`src/amrmc_defines.svh`:
```
// register offsets, field positions, reset values and timing figures of the mode/rate/motion bank
`ifndef AMRMC_DEFINES_SVH
`define AMRMC_DEFINES_SVH

`define AMRMC_ADDR_STATUS 8'h05
`define AMRMC_ADDR_MODE 8'h07
`define AMRMC_ADDR_RATE 8'h08
`define AMRMC_ADDR_MOTION 8'h09

`define AMRMC_MODE_RESET 8'h00
`define AMRMC_RATE_RESET 8'h00
`define AMRMC_MOTION_RESET 8'h00

`define AMRMC_MODE_LOW_WDT_BIT 4
`define AMRMC_MODE_HIGH_WDT_BIT 5
`define AMRMC_STATUS_WDT_BIT 4

`define AMRMC_MOT_TILT_FLIP 0
`define AMRMC_MOT_LATCH 1
`define AMRMC_MOT_ANY_MOTION 2
`define AMRMC_MOT_SHAKE 3
`define AMRMC_MOT_TILT35 4
`define AMRMC_MOT_Z_SIGN 5
`define AMRMC_MOT_RAW_FLAG 6
`define AMRMC_MOT_BLOCK_RESET 7

`define AMRMC_ODR_HZ_0 50
`define AMRMC_ODR_HZ_1 100
`define AMRMC_ODR_HZ_2 125
`define AMRMC_ODR_HZ_3 200
`define AMRMC_ODR_HZ_4 250
`define AMRMC_ODR_HZ_5 500
`define AMRMC_ODR_HZ_6 1000
`define AMRMC_ODR_HZ_7 2000

`define AMRMC_CLK_HZ 100000000
`define AMRMC_WDT_TIMEOUT_US 100
`define AMRMC_DIV_W 24
`define AMRMC_WDT_W 20

`endif

```
`src/amrmc_pkg.sv`:
```
// types of the mode/rate/motion control bank
`include "amrmc_defines.svh"

package amrmc_pkg;

   typedef enum logic [1:0] {
      AMRMC_SLEEP = 2'b00,
      AMRMC_WAKE = 2'b01,
      AMRMC_STANDBY = 2'b11
   } amrmc_op_t;

   typedef struct packed {
      logic [2:0] scl_sync;
      logic scl_level;
      logic [`AMRMC_WDT_W-1:0] wdt_cnt;
      logic wdt_timeout;
      logic wdt_flag;
      logic [7:0] mode;
      amrmc_op_t op;
      logic [7:0] rate;
      logic [7:0] motion;
      logic shake_en;
      logic tilt35_en;
      logic osc_run;
      logic [`AMRMC_DIV_W-1:0] div_cnt;
      logic sample_tick;
      logic [7:0] rdata;
      logic rvalid;
   } amrmc_state_t;

endpackage

```
`src/amrmc_ctrl.sv`:
```
// mode, output data rate and motion feature control registers with bus-stall watchdogs
`timescale 1ns/1ps
`include "amrmc_defines.svh"

module amrmc_ctrl
   import amrmc_pkg::*;
#(
   parameter int CLK_HZ = `AMRMC_CLK_HZ,
   parameter int WDT_CYCLES = `AMRMC_WDT_TIMEOUT_US * (`AMRMC_CLK_HZ / 1000000)
) (
   input wire logic core_clk,
   input wire logic rst_n,
   input wire logic reg_wr,
   input wire logic reg_rd,
   input wire logic [7:0] reg_addr,
   input wire logic [7:0] reg_wdata,
   output logic [7:0] reg_rdata,
   output logic reg_rvalid,
   input wire logic scl_pin,
   input wire logic bus_busy,
   output logic wdt_timeout,
   output logic [1:0] op_state,
   output logic osc_run,
   output logic [2:0] osc_rate_sel,
   output logic sample_tick,
   output logic tilt_flip_enable,
   output logic motion_latch_enable,
   output logic any_motion_enable,
   output logic shake_enable,
   output logic tilt35_enable,
   output logic z_sign_select,
   output logic raw_flag_select,
   output logic motion_block_reset
);

   // refuse settings that would overflow the rate divider or the watchdog counter
   if (CLK_HZ / `AMRMC_ODR_HZ_0 > (1 << `AMRMC_DIV_W) || CLK_HZ < 2 * `AMRMC_ODR_HZ_7) begin : g_bad_clk
      $error("amrmc_ctrl: CLK_HZ outside what the rate divider can serve");
   end
   if (WDT_CYCLES < 2 || WDT_CYCLES >= (1 << `AMRMC_WDT_W)) begin : g_bad_wdt
      $error("amrmc_ctrl: WDT_CYCLES outside what the watchdog counter can serve");
   end

   localparam logic [`AMRMC_WDT_W-1:0] WDT_LAST = `AMRMC_WDT_W'(WDT_CYCLES - 1);

   amrmc_state_t s;
   amrmc_state_t next_s;

   // cycles between samples minus one for a rate code
   function automatic logic [`AMRMC_DIV_W-1:0] rate_div(input logic [2:0] code);
      int hz;
      hz = `AMRMC_ODR_HZ_0;
      unique case (code)
         3'h0: hz = `AMRMC_ODR_HZ_0;
         3'h1: hz = `AMRMC_ODR_HZ_1;
         3'h2: hz = `AMRMC_ODR_HZ_2;
         3'h3: hz = `AMRMC_ODR_HZ_3;
         3'h4: hz = `AMRMC_ODR_HZ_4;
         3'h5: hz = `AMRMC_ODR_HZ_5;
         3'h6: hz = `AMRMC_ODR_HZ_6;
         3'h7: hz = `AMRMC_ODR_HZ_7;
      endcase
      return `AMRMC_DIV_W'(CLK_HZ / hz - 1);
   endfunction

   logic wr_mode;
   logic wr_rate;
   logic wr_motion;
   logic rd_status;
   assign wr_mode = reg_wr && reg_addr == `AMRMC_ADDR_MODE;
   assign wr_rate = reg_wr && reg_addr == `AMRMC_ADDR_RATE;
   assign wr_motion = reg_wr && reg_addr == `AMRMC_ADDR_MOTION;
   assign rd_status = reg_rd && reg_addr == `AMRMC_ADDR_STATUS;

   always_comb begin
      logic stall;
      logic [7:0] mot;
      logic [`AMRMC_DIV_W-1:0] div_last;
      stall = 1'b0;
      mot = s.motion;
      div_last = '0;
      next_s = s;
      next_s.wdt_timeout = 1'b0;
      next_s.sample_tick = 1'b0;
      next_s.rvalid = 1'b0;

      // pin sampler: the level moves only when the two later stages agree
      next_s.scl_sync = {s.scl_sync[1:0], scl_pin};
      if (s.scl_sync[2] == s.scl_sync[1]) begin
         next_s.scl_level = s.scl_sync[2];
      end

      // register writes are taken in every operating state
      if (wr_mode) begin
         next_s.mode = {2'h0, reg_wdata[5:4], 2'h0, reg_wdata[1:0]};
         unique case (reg_wdata[1:0])
            2'b00: next_s.op = AMRMC_SLEEP;
            2'b01: next_s.op = AMRMC_WAKE;
            2'b11: next_s.op = AMRMC_STANDBY;
            default: next_s.op = s.op;
         endcase
      end
      if (wr_rate) begin
         next_s.rate = reg_wdata;
      end
      if (wr_motion) begin
         next_s.motion = reg_wdata;
         mot = reg_wdata;
      end
      next_s.shake_en = mot[`AMRMC_MOT_SHAKE] & mot[`AMRMC_MOT_ANY_MOTION];
      next_s.tilt35_en = mot[`AMRMC_MOT_TILT35] & mot[`AMRMC_MOT_ANY_MOTION];
      next_s.osc_run = next_s.op != AMRMC_SLEEP;

      // sample divider runs only in wake; a rate change restarts a count past the new end
      div_last = rate_div(s.rate[2:0]);
      if (s.op != AMRMC_WAKE) begin
         next_s.div_cnt = '0;
      end else if (s.div_cnt >= div_last) begin
         next_s.div_cnt = '0;
         next_s.sample_tick = 1'b1;
      end else begin
         next_s.div_cnt = s.div_cnt + 1'b1;
      end

      // watchdog counts a serial clock held at one level while a transfer is open
      stall = bus_busy && s.op != AMRMC_SLEEP &&
              ((s.mode[`AMRMC_MODE_LOW_WDT_BIT] && !s.scl_level) ||
               (s.mode[`AMRMC_MODE_HIGH_WDT_BIT] && s.scl_level));
      if (!stall || next_s.scl_level != s.scl_level) begin
         next_s.wdt_cnt = '0;
      end else if (s.wdt_cnt == WDT_LAST) begin
         next_s.wdt_cnt = '0;
         next_s.wdt_timeout = 1'b1;
      end else begin
         next_s.wdt_cnt = s.wdt_cnt + 1'b1;
      end

      // status read clears the watchdog flag, but a new timeout wins
      if (rd_status) begin
         next_s.wdt_flag = 1'b0;
      end
      if (next_s.wdt_timeout) begin
         next_s.wdt_flag = 1'b1;
      end

      if (reg_rd) begin
         next_s.rvalid = 1'b1;
         unique case (reg_addr)
            `AMRMC_ADDR_STATUS: next_s.rdata = {3'h0, s.wdt_flag, 2'h0, s.op};
            `AMRMC_ADDR_MODE: next_s.rdata = s.mode;
            `AMRMC_ADDR_RATE: next_s.rdata = s.rate;
            `AMRMC_ADDR_MOTION: next_s.rdata = s.motion;
            default: next_s.rdata = 8'h00;
         endcase
      end
   end

   always_ff @(posedge core_clk) begin
      if (!rst_n) begin
         s <= '{scl_sync: 3'h7, scl_level: 1'b1, wdt_cnt: '0, wdt_timeout: 1'b0, wdt_flag: 1'b0,
                mode: `AMRMC_MODE_RESET, op: AMRMC_SLEEP, rate: `AMRMC_RATE_RESET,
                motion: `AMRMC_MOTION_RESET, shake_en: 1'b0, tilt35_en: 1'b0, osc_run: 1'b0,
                div_cnt: '0, sample_tick: 1'b0, rdata: 8'h00, rvalid: 1'b0};
      end else begin
         s <= next_s;
      end
   end

   assign reg_rdata = s.rdata;
   assign reg_rvalid = s.rvalid;
   assign wdt_timeout = s.wdt_timeout;
   assign op_state = s.op;
   assign osc_run = s.osc_run;
   assign osc_rate_sel = s.rate[2:0];
   assign sample_tick = s.sample_tick;
   assign tilt_flip_enable = s.motion[`AMRMC_MOT_TILT_FLIP];
   assign motion_latch_enable = s.motion[`AMRMC_MOT_LATCH];
   assign any_motion_enable = s.motion[`AMRMC_MOT_ANY_MOTION];
   assign shake_enable = s.shake_en;
   assign tilt35_enable = s.tilt35_en;
   assign z_sign_select = s.motion[`AMRMC_MOT_Z_SIGN];
   assign raw_flag_select = s.motion[`AMRMC_MOT_RAW_FLAG];
   assign motion_block_reset = s.motion[`AMRMC_MOT_BLOCK_RESET];

   property p_no_tick_unless_wake;
      @(posedge core_clk) disable iff (!rst_n) sample_tick |-> $past(op_state) == AMRMC_WAKE;
   endproperty
   a_no_tick_unless_wake: assert property (p_no_tick_unless_wake)
      else $error("sample tick outside wake");

   property p_sleep_stops_osc;
      @(posedge core_clk) disable iff (!rst_n) wr_mode && reg_wdata[1:0] == 2'b00 |=> !osc_run ##1 !sample_tick;
   endproperty
   a_sleep_stops_osc: assert property (p_sleep_stops_osc)
      else $error("sleep write left oscillator or sampling running");

   property p_wake_ticks;
      @(posedge core_clk) disable iff (!rst_n) sample_tick |=> !sample_tick;
   endproperty
   a_wake_ticks: assert property (p_wake_ticks)
      else $error("sample ticks back to back");

   property p_standby;
      @(posedge core_clk) disable iff (!rst_n)
         wr_mode && reg_wdata[1:0] == 2'b11 |=> osc_run && op_state == AMRMC_STANDBY ##1 !sample_tick;
   endproperty
   a_standby: assert property (p_standby)
      else $error("standby write not obeyed");

   property p_reserved_keeps;
      @(posedge core_clk) disable iff (!rst_n) wr_mode && reg_wdata[1:0] == 2'b10 |=> $stable(op_state);
   endproperty
   a_reserved_keeps: assert property (p_reserved_keeps)
      else $error("reserved state code changed the operating state");

   property p_wdt_enabled;
      @(posedge core_clk) disable iff (!rst_n)
         wdt_timeout |-> $past(s.mode[`AMRMC_MODE_LOW_WDT_BIT] && !s.scl_level ||
                               s.mode[`AMRMC_MODE_HIGH_WDT_BIT] && s.scl_level);
   endproperty
   a_wdt_enabled: assert property (p_wdt_enabled)
      else $error("watchdog fired for a disabled stall level");

   property p_shake_needs_any;
      @(posedge core_clk) disable iff (!rst_n) (shake_enable || tilt35_enable) |-> any_motion_enable;
   endproperty
   a_shake_needs_any: assert property (p_shake_needs_any)
      else $error("shake or tilt-35 active without any-motion");

   property p_motion_follows;
      @(posedge core_clk) disable iff (!rst_n) wr_motion |=>
         {motion_block_reset, raw_flag_select, z_sign_select, motion_latch_enable, tilt_flip_enable} ==
         {$past(reg_wdata[7:5]), $past(reg_wdata[1]), $past(reg_wdata[0])};
   endproperty
   a_motion_follows: assert property (p_motion_follows)
      else $error("motion control outputs do not follow the write");

   property p_block_reset_holds;
      @(posedge core_clk) disable iff (!rst_n) motion_block_reset && !wr_motion |=> motion_block_reset;
   endproperty
   a_block_reset_holds: assert property (p_block_reset_holds)
      else $error("motion block reset cleared itself");

   property p_status_state;
      @(posedge core_clk) disable iff (!rst_n) rd_status |=> reg_rvalid && reg_rdata[1:0] == $past(op_state);
   endproperty
   a_status_state: assert property (p_status_state)
      else $error("status read did not report the operating state");

   property p_rate_sel;
      @(posedge core_clk) disable iff (!rst_n) wr_rate |=> osc_rate_sel == $past(reg_wdata[2:0]);
   endproperty
   a_rate_sel: assert property (p_rate_sel)
      else $error("oscillator rate select does not follow the rate write");

   property p_sleep_osc_off;
      @(posedge core_clk) disable iff (!rst_n) op_state == AMRMC_SLEEP |-> !osc_run;
   endproperty
   a_sleep_osc_off: assert property (p_sleep_osc_off)
      else $error("oscillator running in sleep");

   property p_awake_osc_on;
      @(posedge core_clk) disable iff (!rst_n) op_state != AMRMC_SLEEP |-> osc_run;
   endproperty
   a_awake_osc_on: assert property (p_awake_osc_on)
      else $error("oscillator stopped in wake or standby");

   property p_state_legal;
      @(posedge core_clk) disable iff (!rst_n) op_state != 2'h2;
   endproperty
   a_state_legal: assert property (p_state_legal)
      else $error("operating state took the reserved code");

   property p_wdt_needs_busy;
      @(posedge core_clk) disable iff (!rst_n) wdt_timeout |-> $past(bus_busy) && $past(op_state) != AMRMC_SLEEP;
   endproperty
   a_wdt_needs_busy: assert property (p_wdt_needs_busy)
      else $error("watchdog fired outside an open transfer or in sleep");

   property p_tick_restarts;
      @(posedge core_clk) disable iff (!rst_n) sample_tick |-> s.div_cnt == '0;
   endproperty
   a_tick_restarts: assert property (p_tick_restarts)
      else $error("sample divider did not restart on a tick");

endmodule

```
`config.mk`:
```
export PLATFORM = sky130hd
export DESIGN_NAME = amrmc_ctrl
export DESIGN_NICKNAME = d
export VERILOG_FILES = /design/src/amrmc_pkg.sv /design/src/amrmc_ctrl.sv
export VERILOG_INCLUDE_DIRS = /design/src /design/src/src
export SDC_FILE = /design/constraint.sdc
export NUM_CORES = 1
export LEC_CHECK = 0
export BUFFER_PORTS_ARGS = -buffer_cell sky130_fd_sc_hd__buf_2
export CORE_ASPECT_RATIO = 0.7
export CORE_MARGIN = 5
export CORE_UTILIZATION = 55
export CTS_CLUSTER_DIAMETER = 150
export DETAILED_ROUTE_END_ITERATION = 8
export GPL_TIMING_DRIVEN = 0
export PLACE_DENSITY = 0.83
export SLEW_MARGIN = 20
export SYNTH_ARGS = -nofsm -noshare
export SYNTH_HDL_FRONTEND = slang
export SYNTH_SLANG_ARGS = --single-unit
```
`constraint.sdc`:
```
create_clock -name core_clk -period 115.1 [get_ports core_clk]
set_clock_uncertainty 0.2 [all_clocks]
set_input_delay 0 -clock core_clk [delete_from_list [all_inputs] [get_ports core_clk]]
set_output_delay 0 -clock core_clk [all_outputs]
set_load 0.01 [all_outputs]
```
# Word-level counts from Yosys, hierarchy flattened
# Memories as Yosys holds them, arrays and structs flattened. A register that Yosys moved wholly into a read port is not among the register bits.
# Index checks and enable logic that the tools add are counted.
# classes
addsub,3
div,1
bitwise_logic,3
n_reduce_logical,19
mux,13
magnitude_cmp,1
n_eq_ne,10
# op_table
op,count
$div A28 B32 Y32 const A,1
$pmux W8 S4,1
$add A24 B1 Y24 const B,1
$ge A24 B24 Y1,1
$sub A24 B2 Y24 const B,1
$add A20 B1 Y20 const B,1
$eq A20 B14 Y1 const B,1
$eq A8 B3 Y1 const B,2
$eq A8 B4 Y1 const B,2
$logic_and A1 B1 Y1,8
$mux W1,7
$mux W3,2
$pmux W2 S3,1
$reduce_bool A2 Y1,3
$reduce_or A3 Y1,2
$mux W5,1
$and A1 B1 Y1,2
$eq A2 B1 Y1 const B,1
$eq A2 B2 Y1 const B,1
$logic_not A1 Y1,2
$logic_not A2 Y1,1
$logic_or A1 B1 Y1,2
$mux W2,1
$ne A2 B1 Y1 const B,1
other kinds (4),4
# word_totals
reg_bits,85
romBits,88
memories,1
input_bits,22
# memory_table
name,words,width,read_ports,rd_clocked_by_memory_dff,write_ports,line,source
(name not given),8,11,1,1,0,amrmc_ctrl.sv:53,unique case (code)

# Logic depth before layout (Yosys ltp)
# logic_depth
ltp_word,8
depth_mapped,478

# Least setup slack after synthesis
# OpenSTA, ideal clock, no wires.
# synth_path
path_kind,register to register
start,register with a tool-made name
end,register s[12] (netlist bit)
path_slack_ns,30.965
required_time_ns,114.835
stages_incl_launch_ff,460
path_buffers,47
setup_ns,0.065
arrival_time_ns,83.870
cell_sequence,dfxtp_1 buf_2 inv_2 clkbuf_1 clkbuf_1 clkbuf_1 ha_1 buf_2 nand2_1 nor4_1 ha_1 or2_1 o32ai_1 and2_1 ha_1 a21oi_1 o21a_1 nor3_1 [424 not listed] o21ai_0 nand2b_1 a21oi_1 o31ai_1 a21o_1 a21o_1 a21oi_1 nor2b_1 o21ai_0 nand2b_1 a21oi_1 nor2b_1 o21ai_0 nand2b_1 or3_1 clkbuf_1 clkbuf_1 nor2_1
# synth_rtl
item,line,source
to (signal assigned),amrmc_ctrl.sv:160,"s <= '{scl_sync: 3'h7, scl_level: 1'b1, wdt_cnt: '0, wdt_timeout: 1'b0, wdt_flag: 1'b0,"
to (signal assigned),amrmc_ctrl.sv:165,s <= next_s;
to (decl),amrmc_ctrl.sv:46,amrmc_state_t s;

==> flow_metrics.env <==
export IMPL_status="completed"
export IMPL_area_growth_pct=5.51
export IMPL_synthDominantCellAreaShare=0.132
export IMPL_cts_clk_slew_worst_paths_ns=0.08
export IMPL_std_cell_rows=69
export IMPL_die_y_um=199
export IMPL_worst_path_most_repeated_cell="o21ai_0"
export IMPL_grt_max_degree=32
export IMPL_ant_nets=0
export IMPL_core_area_mm2=0.0507
export IMPL_die_x_um=280
export IMPL_ys_ff_latch=96
export IMPL_initial_utilization=0.556
export IMPL_clkLatencyLatePin_ns=0.35
export IMPL_crit_type="reg -> reg"
export IMPL_hold_path_class="in -> reg"
export IMPL_drv_slew=0
export IMPL_ff2ff_path_depth=461
export IMPL_worst_endpoint_required_ns=115.19
export IMPL_dpl_hpwl_mm=65.8
export IMPL_die_area_mm2=0.0559
export IMPL_async_reset_ff_frac=0
export IMPL_rsz0062_at_grt="no"
export IMPL_drt_initial_drc_count=4113
export IMPL_setup_violations=0
export IMPL_synth_area_leader_cell="ha_1"
export IMPL_port_buffers=45
export IMPL_syn_num_nets=4271
export IMPL_r2r_end="s[14]"
export IMPL_first_pass_iters=7
export IMPL_synth_edf_count=0
export IMPL_layout_commonest_cell="nor2_1"
export IMPL_routed_wl_mm=83.1
export IMPL_diodes=0
export IMPL_period_minus_slack_ns=105.71
export IMPL_yosys_top_cells_area="ha_1 (13%), dfxtp_1 (6.8%), xnor2_1 (5.2%)"
export IMPL_finalCritPeriodShare=0.918
export IMPL_slowest_delay_ns=0.96
export IMPL_fmax_ghz=0.00946
export IMPL_avgSynthCellArea_um2=7.12
export IMPL_hold_viol=0
export IMPL_crit_path_start_kind="register"
export IMPL_synth_area_mm2=0.0282
export IMPL_cts_setup_buffers=0
export IMPL_grt_use_total=0.281
export IMPL_grt_pass1_vias=27663
export IMPL_num_vias=31072
export IMPL_gp_congestion=0.962
export IMPL_numCtsBuffers=9
export IMPL_drc_errors=0
export IMPL_endpoint="s[14]"
export IMPL_layout_nets=4343
export IMPL_wl_per_cell_um=17.7
export IMPL_cts_root_buf="clkbuf_16"
export IMPL_synth_cell_type_count=141
export IMPL_synth_warnings=0
export IMPL_antenna_found_initial=0
export IMPL_r2r_slack_ns=9.39
export IMPL_maxCapViolCount=0
export IMPL_worstPathMaxFanout=13
export IMPL_tns_ns=0
export IMPL_critPathSlowestCell="nor4_1"
export IMPL_grt_pass1_wl_mm=137
export IMPL_cts_max_path_buffers=2
export IMPL_arrival_ns=105.80
export IMPL_io_pins=47
export IMPL_viasPerCell=6.61
export IMPL_synth_flop_cell="dfxtp_1"
export IMPL_numClockSinks=96
export IMPL_multi_input_area_mm2=0.0251
export IMPL_hold_path_startpoint="reg_addr[5]"
export IMPL_grt_overflow=0
export IMPL_mostFrequentLayoutCells="nor2_1 (386), ha_1 (296), nand2_1 (291)"
export IMPL_slew_headroom=0.242
export IMPL_tritoncts="done"
export IMPL_tightest_slew_ns=1.13
export IMPL_drive_above_1_share=0.0861
export IMPL_nFillCells=4595
export IMPL_htreeDepth=3
export IMPL_end_kind="register"
export IMPL_synthCells=3953
export IMPL_seq_area_mm2=0.00192
export IMPL_ys_seq_area_frac=0.0683
## synth_stat cells (13+ instances only)
master and count:
o22ai_1 14, mux2i_1 64, nor3_1 133, a21o_1 166
clkbuf_1 73, or3_1 36, nor2b_1 57, buf_2 28
inv_1 144, nand3_1 149, nand3b_1 14, and4_1 16
o2111ai_1 15, mux2_2 65, nand2_1 291, a21oi_1 271
a31oi_1 55, nand4_1 47, ha_1 296, xor2_1 100
and2_1 61, nor4_1 33, nand2b_1 109, nor3b_1 14
a211o_1 16, a21boi_0 17, dfxtp_1 96, xnor2_1 166
o31ai_1 59, o31a_1 16, o21ai_0 201, o21a_1 91
o21ai_1 34, a221oi_1 13, o211ai_1 50, buf_4 15
a211oi_1 45, and3_1 58, or2_2 29, nor2_1 386
or4_1 15, o21bai_1 24
## repair_timing
action,CTS,global route
hold buffers,16,0
endpoints found under the hold margin,34,0
gates resized for setup,0,0
## final cells by class
class	instances	share of cell area
Multi-Input combinational cell	3575	0.844
Clock buffer	9	0.00758
Tap cell	674	0.0284
Timing Repair Buffer	61	0.0130
Sequential cell	96	0.0647
Clock inverter	7	0.00307
Inverter	153	0.0194
Buffer	129	0.0201
## per-stage QoR
stage	cell area [um2]	instances	hold WS, ns	utilization	worst slack [ns]
5_1_grt	29700	4704	0.0524	0.586	1.91
4_1_cts	29700	4704	0.00463	0.586	12.02
3_5_place_dp	29200	4672	0.00500	0.577	12.47
3_3_place_gp	29200	4672	0.00299	0.577	14.60
2_1_floorplan	28200	3953	-0.0985	-	30.96
6_report	29700	4704	0.0228	0.586	9.39
## critical path: cells and delay by family (launching register included)
kind            cells  cell delay (ns)
flops               1             0.40
mux                 8             2.36
simple gates      133            26.27
compound gates    232            50.05
xor+xnor            2             0.32
fa+ha+maj          33            10.64
buf+inv            53            15.18
## layer usage
layer	global-route usage	share of wire	vias up
met3	0.0326	0.092	108
met4	0.0422	0.011	0
li1	-	-	15138
met5	0	0	-
met2	0.421	0.41	1452
met1	0.437	0.49	14374
## how the worst min path moves through the flow
stage                     slack [ns]           end  cells past startpoint
after floorplan                 -0.1    next_s[87]                      1
after global placement         0.003    next_s[87]                      2
after detailed placement       0.005    next_s[87]                      2
after CTS                      0.005         s[55]                      5
after global routing            0.05  reg_rdata[5]                      4
final                           0.02  reg_rdata[5]                      5
## logic make-up (layout without fill, tap and decap cells)
kind of cell / after synthesis / after routing / synth area share
AOI/OAI and AO/OA: 1340 / 1340 / 0.338
xor gates and xnor gates: 268 / 268 / 0.0839
adders and majority gates: 296 / 296 / 0.132
buffers and inverters: 282 / 359 / 0.0417
DFF: 96 / 96 / 0.0683
muxes: 131 / 131 / 0.0500
and+or+nand+nor: 1540 / 1540 / 0.286
Power is not shown: default switching activity piles up to over one toggle a cycle in this logic, so the estimate is an artifact.
